File: src/rtl/scap_pkg.sv
package scap_pkg;

	// ------------------------------------------------------------
	// Sizes and timing
	// ------------------------------------------------------------
	localparam int NUM_MACS = 8;
	localparam int SYNC_STAGES = 2;
	localparam int STRAP_HOLD_CYCLES = 10;
	localparam int SAMPLE_CNT = STRAP_HOLD_CYCLES - SYNC_STAGES;
	localparam int CNT_W = 4;
	localparam int STRAP_W = 4 + NUM_MACS;

	// ------------------------------------------------------------
	// Strap bit positions in the synchronised word
	// ------------------------------------------------------------
	localparam int SY_RATE_LSB = 0;
	localparam int SY_RX_BIT = 2;
	localparam int SY_TX_BIT = 3;
	localparam int SY_WIDTH_LSB = 4;

	// ------------------------------------------------------------
	// Register offsets (byte addresses)
	// ------------------------------------------------------------
	localparam logic [7:0] ADR_CTRL = 8'h00;
	localparam logic [7:0] ADR_STATUS = 8'h04;
	localparam logic [7:0] ADR_MAC_BASE = 8'h20;
	localparam logic [7:0] ADR_MAC_LAST = 8'h3C;
	localparam int MAC_IDX_LSB = 2;

	// ------------------------------------------------------------
	// Field positions
	// ------------------------------------------------------------
	localparam int CTRL_SELF_RST_BIT = 0;
	localparam int CTRL_TEST_BIT = 1;
	localparam int CTRL_TRATE_LSB = 2;
	localparam int MAC_RATE_LSB = 0;
	localparam int MAC_WIDTH_BIT = 2;
	localparam int MAC_RXREV_BIT = 3;
	localparam int MAC_TXREV_BIT = 4;
	localparam int MAC_UNUSABLE_BIT = 5;
	localparam int STAT_DONE_BIT = 0;
	localparam int STAT_RATE_LSB = 1;
	localparam int STAT_ILLEGAL_BIT = 3;
	localparam int STAT_RX_BIT = 4;
	localparam int STAT_TX_BIT = 5;
	localparam int STAT_WIDTH_LSB = 8;

	// ------------------------------------------------------------
	// Encodings and reset values
	// ------------------------------------------------------------
	typedef enum logic [1:0] {
		RATE_1G25 = 2'b00,
		RATE_2G5 = 2'b01,
		RATE_3G125 = 2'b10,
		RATE_ILLEGAL = 2'b11
	} scap_rate_t;

	typedef enum logic [0:0] {
		ST_HOLD = 1'b0,
		ST_RUN = 1'b1
	} scap_state_t;

	localparam logic [1:0] RATE_RST = RATE_3G125;
	localparam logic [1:0] TRATE_RST = 2'h0;
	localparam logic [NUM_MACS-1:0] WIDTH_RST = 8'h00;
	localparam logic [31:0] DAT_RST = 32'h0000_0000;

	typedef struct packed {
		scap_state_t st;
		logic [CNT_W-1:0] cnt;
		logic done;
		logic [1:0] cap_rate;
		logic cap_rx;
		logic cap_tx;
		logic [NUM_MACS-1:0] cap_width;
		logic [NUM_MACS-1:0][1:0] rate;
		logic [NUM_MACS-1:0] width_1x;
		logic [NUM_MACS-1:0] rx_rev;
		logic [NUM_MACS-1:0] tx_rev;
		logic test_mode;
		logic [1:0] test_rate;
		logic rate_oe;
		logic [1:0] rate_o;
		logic ack;
		logic [31:0] dat;
	} scap_regs_t;

endpackage

File: src/rtl/scap_sync_if.sv
`timescale 1ns/1ps
interface scap_sync_if;
	import scap_pkg::*;

	// Raw strap pins and their synchronised copy
	logic [STRAP_W-1:0] raw;
	logic [STRAP_W-1:0] sync;

	modport src (output raw, input sync);
	modport snk (input raw, output sync);
endinterface

File: src/rtl/scap_sync.sv
`timescale 1ns/1ps
module scap_sync
	import scap_pkg::*;
(
	input wire logic clk,
	input wire logic rst_n,
	scap_sync_if.snk sif
);

	typedef struct packed {
		logic [STRAP_W-1:0] s1;
		logic [STRAP_W-1:0] s2;
	} scap_sync_t;

	scap_sync_t sy_reg;
	scap_sync_t sy_next;

	// Two-stage chain; first stage feeds only the second
	always_comb
	begin
		sy_next = sy_reg;
		sy_next.s1 = sif.raw;
		sy_next.s2 = sy_reg.s1;
	end

	always_ff @(posedge clk or negedge rst_n)
	begin
		if (!rst_n)
			sy_reg <= '0;
		else
			sy_reg <= sy_next;
	end

	assign sif.sync = sy_reg.s2;

endmodule

File: src/rtl/scap_top.sv
`timescale 1ns/1ps
module scap_top
	import scap_pkg::*;
(
	input wire logic CORE_CLK,
	input wire logic RST_B,
	input wire logic [7:0] WB_ADR_I,
	input wire logic [31:0] WB_DAT_I,
	input wire logic [3:0] WB_SEL_I,
	input wire logic WB_WE_I,
	input wire logic WB_STB_I,
	input wire logic WB_CYC_I,
	output logic [31:0] WB_DAT_O,
	output logic WB_ACK_O,
	input wire logic [1:0] PORT_RATE_STRAP_I,
	output logic [1:0] PORT_RATE_STRAP_O,
	output logic PORT_RATE_STRAP_OE,
	input wire logic RX_LANE_REVERSE_STRAP,
	input wire logic TX_LANE_REVERSE_STRAP,
	input wire logic [NUM_MACS-1:0] PORT_WIDTH_SELECT,
	output logic [2*NUM_MACS-1:0] PORT_RATE,
	output logic [NUM_MACS-1:0] PORT_WIDTH_1X,
	output logic [NUM_MACS-1:0] RX_LANE_REVERSE,
	output logic [NUM_MACS-1:0] TX_LANE_REVERSE,
	output logic CAPTURE_DONE
);

	// ------------------------------------------------------------
	// Strap synchroniser
	// ------------------------------------------------------------
	scap_sync_if sif ();

	// Pins enter the clock domain through two flops
	assign sif.raw = {PORT_WIDTH_SELECT, TX_LANE_REVERSE_STRAP,
		RX_LANE_REVERSE_STRAP, PORT_RATE_STRAP_I};

	scap_sync u_sync (
		.clk(CORE_CLK),
		.rst_n(RST_B),
		.sif(sif)
	);

	// ------------------------------------------------------------
	// Address decode helpers
	// ------------------------------------------------------------
	function automatic logic is_mac(input logic [7:0] a);
		is_mac = (a >= ADR_MAC_BASE) && (a <= ADR_MAC_LAST) &&
			(a[1:0] == 2'b00);
	endfunction

	function automatic logic [2:0] mac_idx(input logic [7:0] a);
		mac_idx = a[MAC_IDX_LSB +: 3];
	endfunction

	// Read word for one address; unmapped reads give zero
	function automatic logic [31:0] rd_word(input scap_regs_t s,
		input logic [7:0] a);
		logic [2:0] i;
		rd_word = DAT_RST;
		i = mac_idx(a);
		if (a == ADR_CTRL)
		begin
			rd_word[CTRL_TEST_BIT] = s.test_mode;
			rd_word[CTRL_TRATE_LSB +: 2] = s.test_rate;
		end
		else if (a == ADR_STATUS)
		begin
			rd_word[STAT_DONE_BIT] = s.done;
			rd_word[STAT_RATE_LSB +: 2] = s.cap_rate;
			rd_word[STAT_ILLEGAL_BIT] = (s.cap_rate == RATE_ILLEGAL);
			rd_word[STAT_RX_BIT] = s.cap_rx;
			rd_word[STAT_TX_BIT] = s.cap_tx;
			rd_word[STAT_WIDTH_LSB +: NUM_MACS] = s.cap_width;
		end
		else if (is_mac(a))
		begin
			rd_word[MAC_RATE_LSB +: 2] = s.rate[i];
			rd_word[MAC_WIDTH_BIT] = s.width_1x[i];
			rd_word[MAC_RXREV_BIT] = s.rx_rev[i];
			rd_word[MAC_TXREV_BIT] = s.tx_rev[i];
			rd_word[MAC_UNUSABLE_BIT] = s.width_1x[i] &
				(s.cap_rx | s.cap_tx);
		end
	endfunction

	// ------------------------------------------------------------
	// State and next-state logic
	// ------------------------------------------------------------
	scap_regs_t st_reg;
	scap_regs_t st_next;
	logic req;
	logic wr0;
	logic self_rst;

	// Bus request, byte-0 write and self-reset strobe
	assign req = WB_CYC_I & WB_STB_I & ~st_reg.ack;
	assign wr0 = req & WB_WE_I & WB_SEL_I[0];
	assign self_rst = wr0 & (WB_ADR_I == ADR_CTRL) &
		WB_DAT_I[CTRL_SELF_RST_BIT];

	always_comb
	begin
		st_next = st_reg;
		st_next.ack = 1'b0;

		// Capture sequence: wait out the hold window, then latch
		unique case (st_reg.st)
			ST_HOLD:
			begin
				if (st_reg.cnt == SAMPLE_CNT[CNT_W-1:0])
				begin
					st_next.st = ST_RUN;
					st_next.done = 1'b1;
					st_next.cap_rate = sif.sync[SY_RATE_LSB +: 2];
					st_next.cap_rx = sif.sync[SY_RX_BIT];
					st_next.cap_tx = sif.sync[SY_TX_BIT];
					st_next.cap_width = sif.sync[SY_WIDTH_LSB +: NUM_MACS];
					for (int i = 0; i < NUM_MACS; i++)
						st_next.rate[i] = sif.sync[SY_RATE_LSB +: 2];
					st_next.width_1x =
						sif.sync[SY_WIDTH_LSB +: NUM_MACS];
				end
				else
					st_next.cnt = st_reg.cnt + 1'b1;
			end
			ST_RUN:
				st_next.st = ST_RUN; // Straps no longer looked at
		endcase

		// Register bus: latch read data, apply write, ack next cycle
		if (req)
		begin
			st_next.ack = 1'b1;
			st_next.dat = rd_word(st_reg, WB_ADR_I);
		end
		if (wr0 && (WB_ADR_I == ADR_CTRL))
		begin
			st_next.test_mode = WB_DAT_I[CTRL_TEST_BIT];
			st_next.test_rate = WB_DAT_I[CTRL_TRATE_LSB +: 2];
		end
		if (wr0 && is_mac(WB_ADR_I))
		begin
			st_next.rate[mac_idx(WB_ADR_I)] =
				WB_DAT_I[MAC_RATE_LSB +: 2];
			st_next.width_1x[mac_idx(WB_ADR_I)] =
				WB_DAT_I[MAC_WIDTH_BIT];
		end

		// Self-reset re-arms the capture window
		if (self_rst)
		begin
			st_next.st = ST_HOLD;
			st_next.cnt = '0;
			st_next.done = 1'b0;
			st_next.test_mode = 1'b0;
		end

		// Effective lane order; 1x ports never reverse
		st_next.rx_rev = {NUM_MACS{st_next.cap_rx}} &
			~st_next.width_1x;
		st_next.tx_rev = {NUM_MACS{st_next.cap_tx}} &
			~st_next.width_1x;

		// Rate pins driven only in test mode after capture
		st_next.rate_oe = st_next.test_mode & st_next.done;
		st_next.rate_o = st_next.test_rate;
	end

	// State register, reset by the hard reset pin; cap_rate and the MAC rate fields load RATE_3G125, the rest (test_rate included) clear
	always_ff @(posedge CORE_CLK or negedge RST_B)
	begin
		if (!RST_B)
		begin
			st_reg <= '0;
			st_reg.st <= ST_HOLD;
			st_reg.cap_rate <= RATE_RST;
			st_reg.rate <= {NUM_MACS{RATE_RST}};
			st_reg.width_1x <= WIDTH_RST;
			st_reg.test_rate <= TRATE_RST;
			st_reg.dat <= DAT_RST;
		end
		else
			st_reg <= st_next;
	end

	// ------------------------------------------------------------
	// Outputs
	// ------------------------------------------------------------
	assign WB_DAT_O = st_reg.dat;
	assign WB_ACK_O = st_reg.ack;
	assign PORT_RATE_STRAP_O = st_reg.rate_o;
	assign PORT_RATE_STRAP_OE = st_reg.rate_oe;
	assign PORT_RATE = st_reg.rate;
	assign PORT_WIDTH_1X = st_reg.width_1x;
	assign RX_LANE_REVERSE = st_reg.rx_rev;
	assign TX_LANE_REVERSE = st_reg.tx_rev;
	assign CAPTURE_DONE = st_reg.done;
endmodule

File: config.mk
export PLATFORM = sky130hd
export DESIGN_NAME = scap_top
export DESIGN_NICKNAME = d
export VERILOG_FILES = /design/src/rtl/scap_pkg.sv /design/src/rtl/scap_sync_if.sv /design/src/rtl/scap_sync.sv /design/src/rtl/scap_top.sv
export SDC_FILE = /design/constraint.sdc
export NUM_CORES = 1
export LEC_CHECK = 0
export BUFFER_PORTS_ARGS = -buffer_cell sky130_fd_sc_hd__buf_2
export CAP_MARGIN = 20
export CORE_UTILIZATION = 45
export DETAILED_ROUTE_END_ITERATION = 8
export HOLD_SLACK_MARGIN = 0.03
export PLACE_DENSITY = 0.78
export SYNTH_ARGS = -nofsm -noshare
export SYNTH_HDL_FRONTEND = slang
export SYNTH_SLANG_ARGS = --single-unit
File: constraint.sdc
create_clock -name CORE_CLK -period 6.1 [get_ports CORE_CLK]
set_clock_uncertainty 0.1 [all_clocks]
set_input_delay 0.915 -clock CORE_CLK [delete_from_list [all_inputs] [get_ports CORE_CLK]]
set_output_delay 0.915 -clock CORE_CLK [all_outputs]
set_load 0.05 [all_outputs]
# [Word level (Yosys, flattened, before mapping)]
# Cells that the tools add are included.
[totals] latchBits=0 reg_bits=101 wordCells=89 inputBits=61 output_inout_bits=77 ramBits=0 mem_count=0 mem_bits_ro=0
[classes] n_shift=0 n_eq_ne=5 n_mul=0 n_mux=31 add_sub_neg=1 order_cmp=4 bitwise=14 n_div=0 n_reduce_logical=9
[ops] operator="2-to-1 mux 41 bit" n=1
[ops] operator="2-to-1 mux 37 bit" n=1
[ops] operator="2-to-1 mux 33 bit" n=1
[ops] operator="2-to-1 mux 24 bit" n=1
[ops] operator="2-to-1 mux 6 bit" n=3
[ops] operator="bitwise AND 8 bit" n=2
[ops] operator="bitwise mux 16 bit" n=1
[ops] operator="2-to-1 mux 8 bit" n=2
[ops] operator="binary-select mux 1 bit (select 3 bit)" n=3
[ops] operator="bitwise AND 1 bit" n=8
[ops] operator="bitwise mux 8 bit" n=1
[ops] operator="equality test 8 x 3 -> 1 bit, second input constant" n=1
[ops] operator=">= comparator 8 x 6 -> 1 bit, second input constant" n=1
[ops] operator="<= comparator 8 x 6 -> 1 bit, second input constant" n=1
[ops] operator="logical NOT 8 bit" n=1
[ops] operator="inverter 8 bit" n=1
[ops] operator="2-to-1 mux 1 bit" n=7
[ops] operator="binary-select mux 2 bit (select 3 bit)" n=1
[ops] operator="demux 2 bit (select 3 bit)" n=1
[ops] operator="2-to-1 mux 2 bit" n=3
[ops] operator="2-to-1 mux 3 bit" n=2
[ops] operator="logical AND 1 bit" n=5
[ops] operator="adder 4 x 1 -> 4 bit, second input constant" n=1
[ops] operator="equality test 4 bit, second input constant" n=1
[ops] operator="other kinds (12)" n=14

# [Depth between registers and ports, before layout]
[logic_depth] depth_word=8 depth_mapped=8 ltp_nobuf=6

# [By module]
# From an unflattened synthesis, not the netlist that was laid out.
[unflattened] hier_cells=420 area_unflattened_um2=4924.7
[modules_own_cells] mod="scap_top" seq_area_each_um2=1938.1 instances=1 area_per_inst_um2=4324.1 cells_per_inst=396
[modules_own_cells] mod="scap_sync" seq_area_each_um2=600.6 instances=1 area_per_inst_um2=600.6 cells_per_inst=24

# [Worst setup path before layout]
# OpenSTA, ideal clock, no wires.
[synth_timing] path_kind="input-to-reg" from="input port WB_ADR_I[7]" to="register st_reg, in the netlist PORT_RATE[2]" path_buffers=2 slack_ns=3.567 stages=6 setup_ns=0.128 required_ns=5.872 arrival_ns=2.305 path_cell_list="nor4_4 -> nand4_2 -> buf_6 -> buf_6 -> nor3_4 -> mux2_1"
[synth_lines] item="from (decl)" line="scap_top.sv:7" source="input wire logic [7:0] WB_ADR_I,"
[synth_lines] item="to (signal assigned)" line="scap_top.sv:183" source="st_reg <= st_next;"
[synth_lines] item="to (decl)" line="scap_top.sv:89" source="scap_regs_t st_reg;"

==> impl_metrics.tcl <==
set metrics [dict create \
    cts_hold_buf 0 \
    grt_pass1_vias 3246 \
    postCtsSetupRepairBufs 0 \
    path_max_fanout 21 \
    cts-root-buf "clkbuf_8" \
    synth.distinct_cells 53 \
    wl_met3_um 770 \
    rr_endpoint "PORT_RATE[12]" \
    grt_antenna_before_repair 0 \
    core_area_mm2 0.0105 \
    critPathCaptureType "flip-flop" \
    wl_um 10600 \
    htreeDepth 3 \
    die_area_mm2 0.0113 \
    fin_crit_ns 2.99 \
    area_growth_pct 4.89 \
    tns_ns 0 \
    instances_no_fill 598 \
    ant_nets 0 \
    crit_arrival_ns 3.15 \
    place_congestion 0.919 \
    nNetsFinal 520 \
    placed_cells 582 \
    clk_pin_slew_worst_paths_ns 0.10 \
    setup_viol 0 \
    num_antenna_cells 0 \
    finalPower_w 0.00121 \
    grt-ovfl-total 0 \
    worst_slew_pin_slew_ns 0.854 \
    die_height_um 107 \
    cap_violations 0 \
    grt_pass1_wl_um 17100 \
    cts_resized 0 \
    setup_ws_ns 3.11 \
    status "completed" \
    cts_max_path_buffers 2 \
    worstReg2RegStart "WB_ACK_O" \
    relSlewSlack 0.414 \
    clock_sinks 101 \
    synth_edf_count 0 \
    drc 0 \
    dr_wl_met2_um 5060 \
    drv_slew 0 \
    die_x_um 107 \
    ys_seq_area_frac 0.516 \
    num_io_pins 138 \
    hp-start "u_sync.sy_next[10]" \
    routedWlPerCell_um 17.7 \
    dp_slack_ns 2.75 \
    vias_per_cell 5.38 \
    peakVddDrop_mv 0.0983 \
    hold_class "flip-flop to flip-flop" \
    max_freq_mhz 335 \
    layout_commonest_cell "dfrtp_1" \
    wl_met1_um 4520 \
    cts_buffers 9 \
    clkLatencyLatePin_ns 0.37 \
    routed.top_layer "met4" \
    grt_setup_unrepaired "no" \
    layout_common_cells "dfrtp_1 (92), buf_2 (87), nand2_1 (39)" \
    netlist_instances 432 \
    r2r_slack_ns 3.22 \
    mappedNetlistArea_mm2 0.00492 \
    drt_iter0_markers 199 \
    async_flop_share 1.00 \
    grt_usage 0.200 \
    hold_violations 0 \
    drive_above_1_share 0.327 \
    ys.warnings.count 0 \
    critPathLaunchType "input port" \
    post-route-period-util 0.489 \
    avgSynthCellArea_um2 11.4 \
    holdPathStages 0 \
    cts_tree "yes" \
    worst_ep_required_time_ns 6.26 \
    largest_reg_flops 18 \
    p_leak_nw 2.52 \
    reg2reg_depth 5 \
    grt_max_degree 73 \
    dr.pass1.iters 4 \
    synth_ff_type "dfrtp_1" \
    ys_ff_latch 101 \
    holdPathEnd "u_sync.sif.sync[10]" \
    numPortBuffers 88 \
    vias 3215 \
    critical_path_class "input port to flip-flop" \
    initial_core_util 0.470 \
    p_per_area_mw_per_mm2 235 \
    dp_hpwl_um 7780 \
    rows 37 \
]
==> kinds of logic (layout without fill, tap and decap cells) <==
logic type	count (synthesis)	count (layout)	synth area share
mux	34	34	0.0982
xor+xnor	2	2	0.00356
fa+ha+maj	2	2	0.00509
buf+inv	105	118	0.142
flops	101	101	0.516
other cells	1	18	0.000763
compound gates	78	78	0.107
simple gates	109	109	0.127
==> report_power, final <==
part,internal (W),switching [W]
logic,0.0000248,0.0000825
registers,0.000685,0.0000101
clock network,0.000167,0.000242
total,0.000877,0.000335
==> stage by stage <==
stage	util	instance area [um^2]	hold WS, ns
3_5_place_dp	0.475	4970	0.235
4_1_cts	0.493	5160	0.258
6_report	0.493	5160	0.256
5_1_grt	0.493	5160	0.270
3_3_place_gp	0.475	4970	0.236
2_1_floorplan	-	4980	0.231
==> layer usage <==
layer  vias to the layer above  global-route usage
met2                       114               0.323
li1                       1468                   -
met4                         0              0.0822
met3                        21              0.0484
met1                      1612               0.258
met5                         -                   0
==> worst max-delay path: stages <==
cell and delay [ns]:
buf_2 0.08, nand3b_2 0.36, inv_2 0.30, nand4_2 0.52, or4_4 0.64, mux2_4 0.31
==> area by class of cell <==
class | instances | area (um^2)
multi-input combinational | 243 | 1750
clock buffer | 10 | 138
timing repair buffer | 91 | 465
clock inverter | 6 | 52.6
sequential | 101 | 2540
inverter | 11 | 41.3
tap | 136 | 170
fill | 946 | 5310
==> how the worst max path moves through the flow <==
| stage | from | endpoint | cells after the start |
|---|---|---|---|
| floorplan | WB_ADR_I[7] | PORT_RATE[2] | 6 |
| global placement | WB_STB_I | PORT_RATE[12] | 6 |
| detailed placement | WB_STB_I | PORT_RATE[12] | 6 |
| CTS | WB_STB_I | PORT_RATE[12] | 6 |
| global route | WB_STB_I | PORT_RATE[12] | 6 |
| finish | WB_STB_I | PORT_RATE[12] | 6 |
==> synth_stat cells (all sizes together) (2+ instances only) <==
| cell | count | share of area |
|---|---|---|
| dfrtp | 92 | 0.47 |
| buf | 86 | 0.13 |
| nand2 | 39 | 0.030 |
| a21oi | 32 | 0.033 |
| mux2i | 16 | 0.033 |
| and2 | 11 | 0.014 |
| inv | 11 | 0.0084 |
| nor2 | 11 | 0.0084 |
| o21ai | 11 | 0.011 |
| mux4 | 10 | 0.046 |
| nor3 | 10 | 0.013 |
| a21o | 9 | 0.014 |
| dfstp | 9 | 0.048 |
| a22o | 8 | 0.014 |
| clkbuf | 8 | 0.0061 |
| mux2 | 8 | 0.020 |
| nand3 | 7 | 0.0081 |
| nand4 | 7 | 0.010 |
| o311ai | 5 | 0.015 |
| or4 | 5 | 0.0092 |
| o31ai | 4 | 0.0061 |
| or3 | 4 | 0.0051 |
| nand2b | 3 | 0.0038 |
| nor2b | 3 | 0.0038 |
| or2 | 3 | 0.0038 |
| a22oi | 2 | 0.0031 |
| a2bb2oi | 2 | 0.0036 |
| a31oi | 2 | 0.0025 |
| ha | 2 | 0.0051 |
| nor4 | 2 | 0.0087 |
Note: power is estimated with default switching activity, not from simulation.
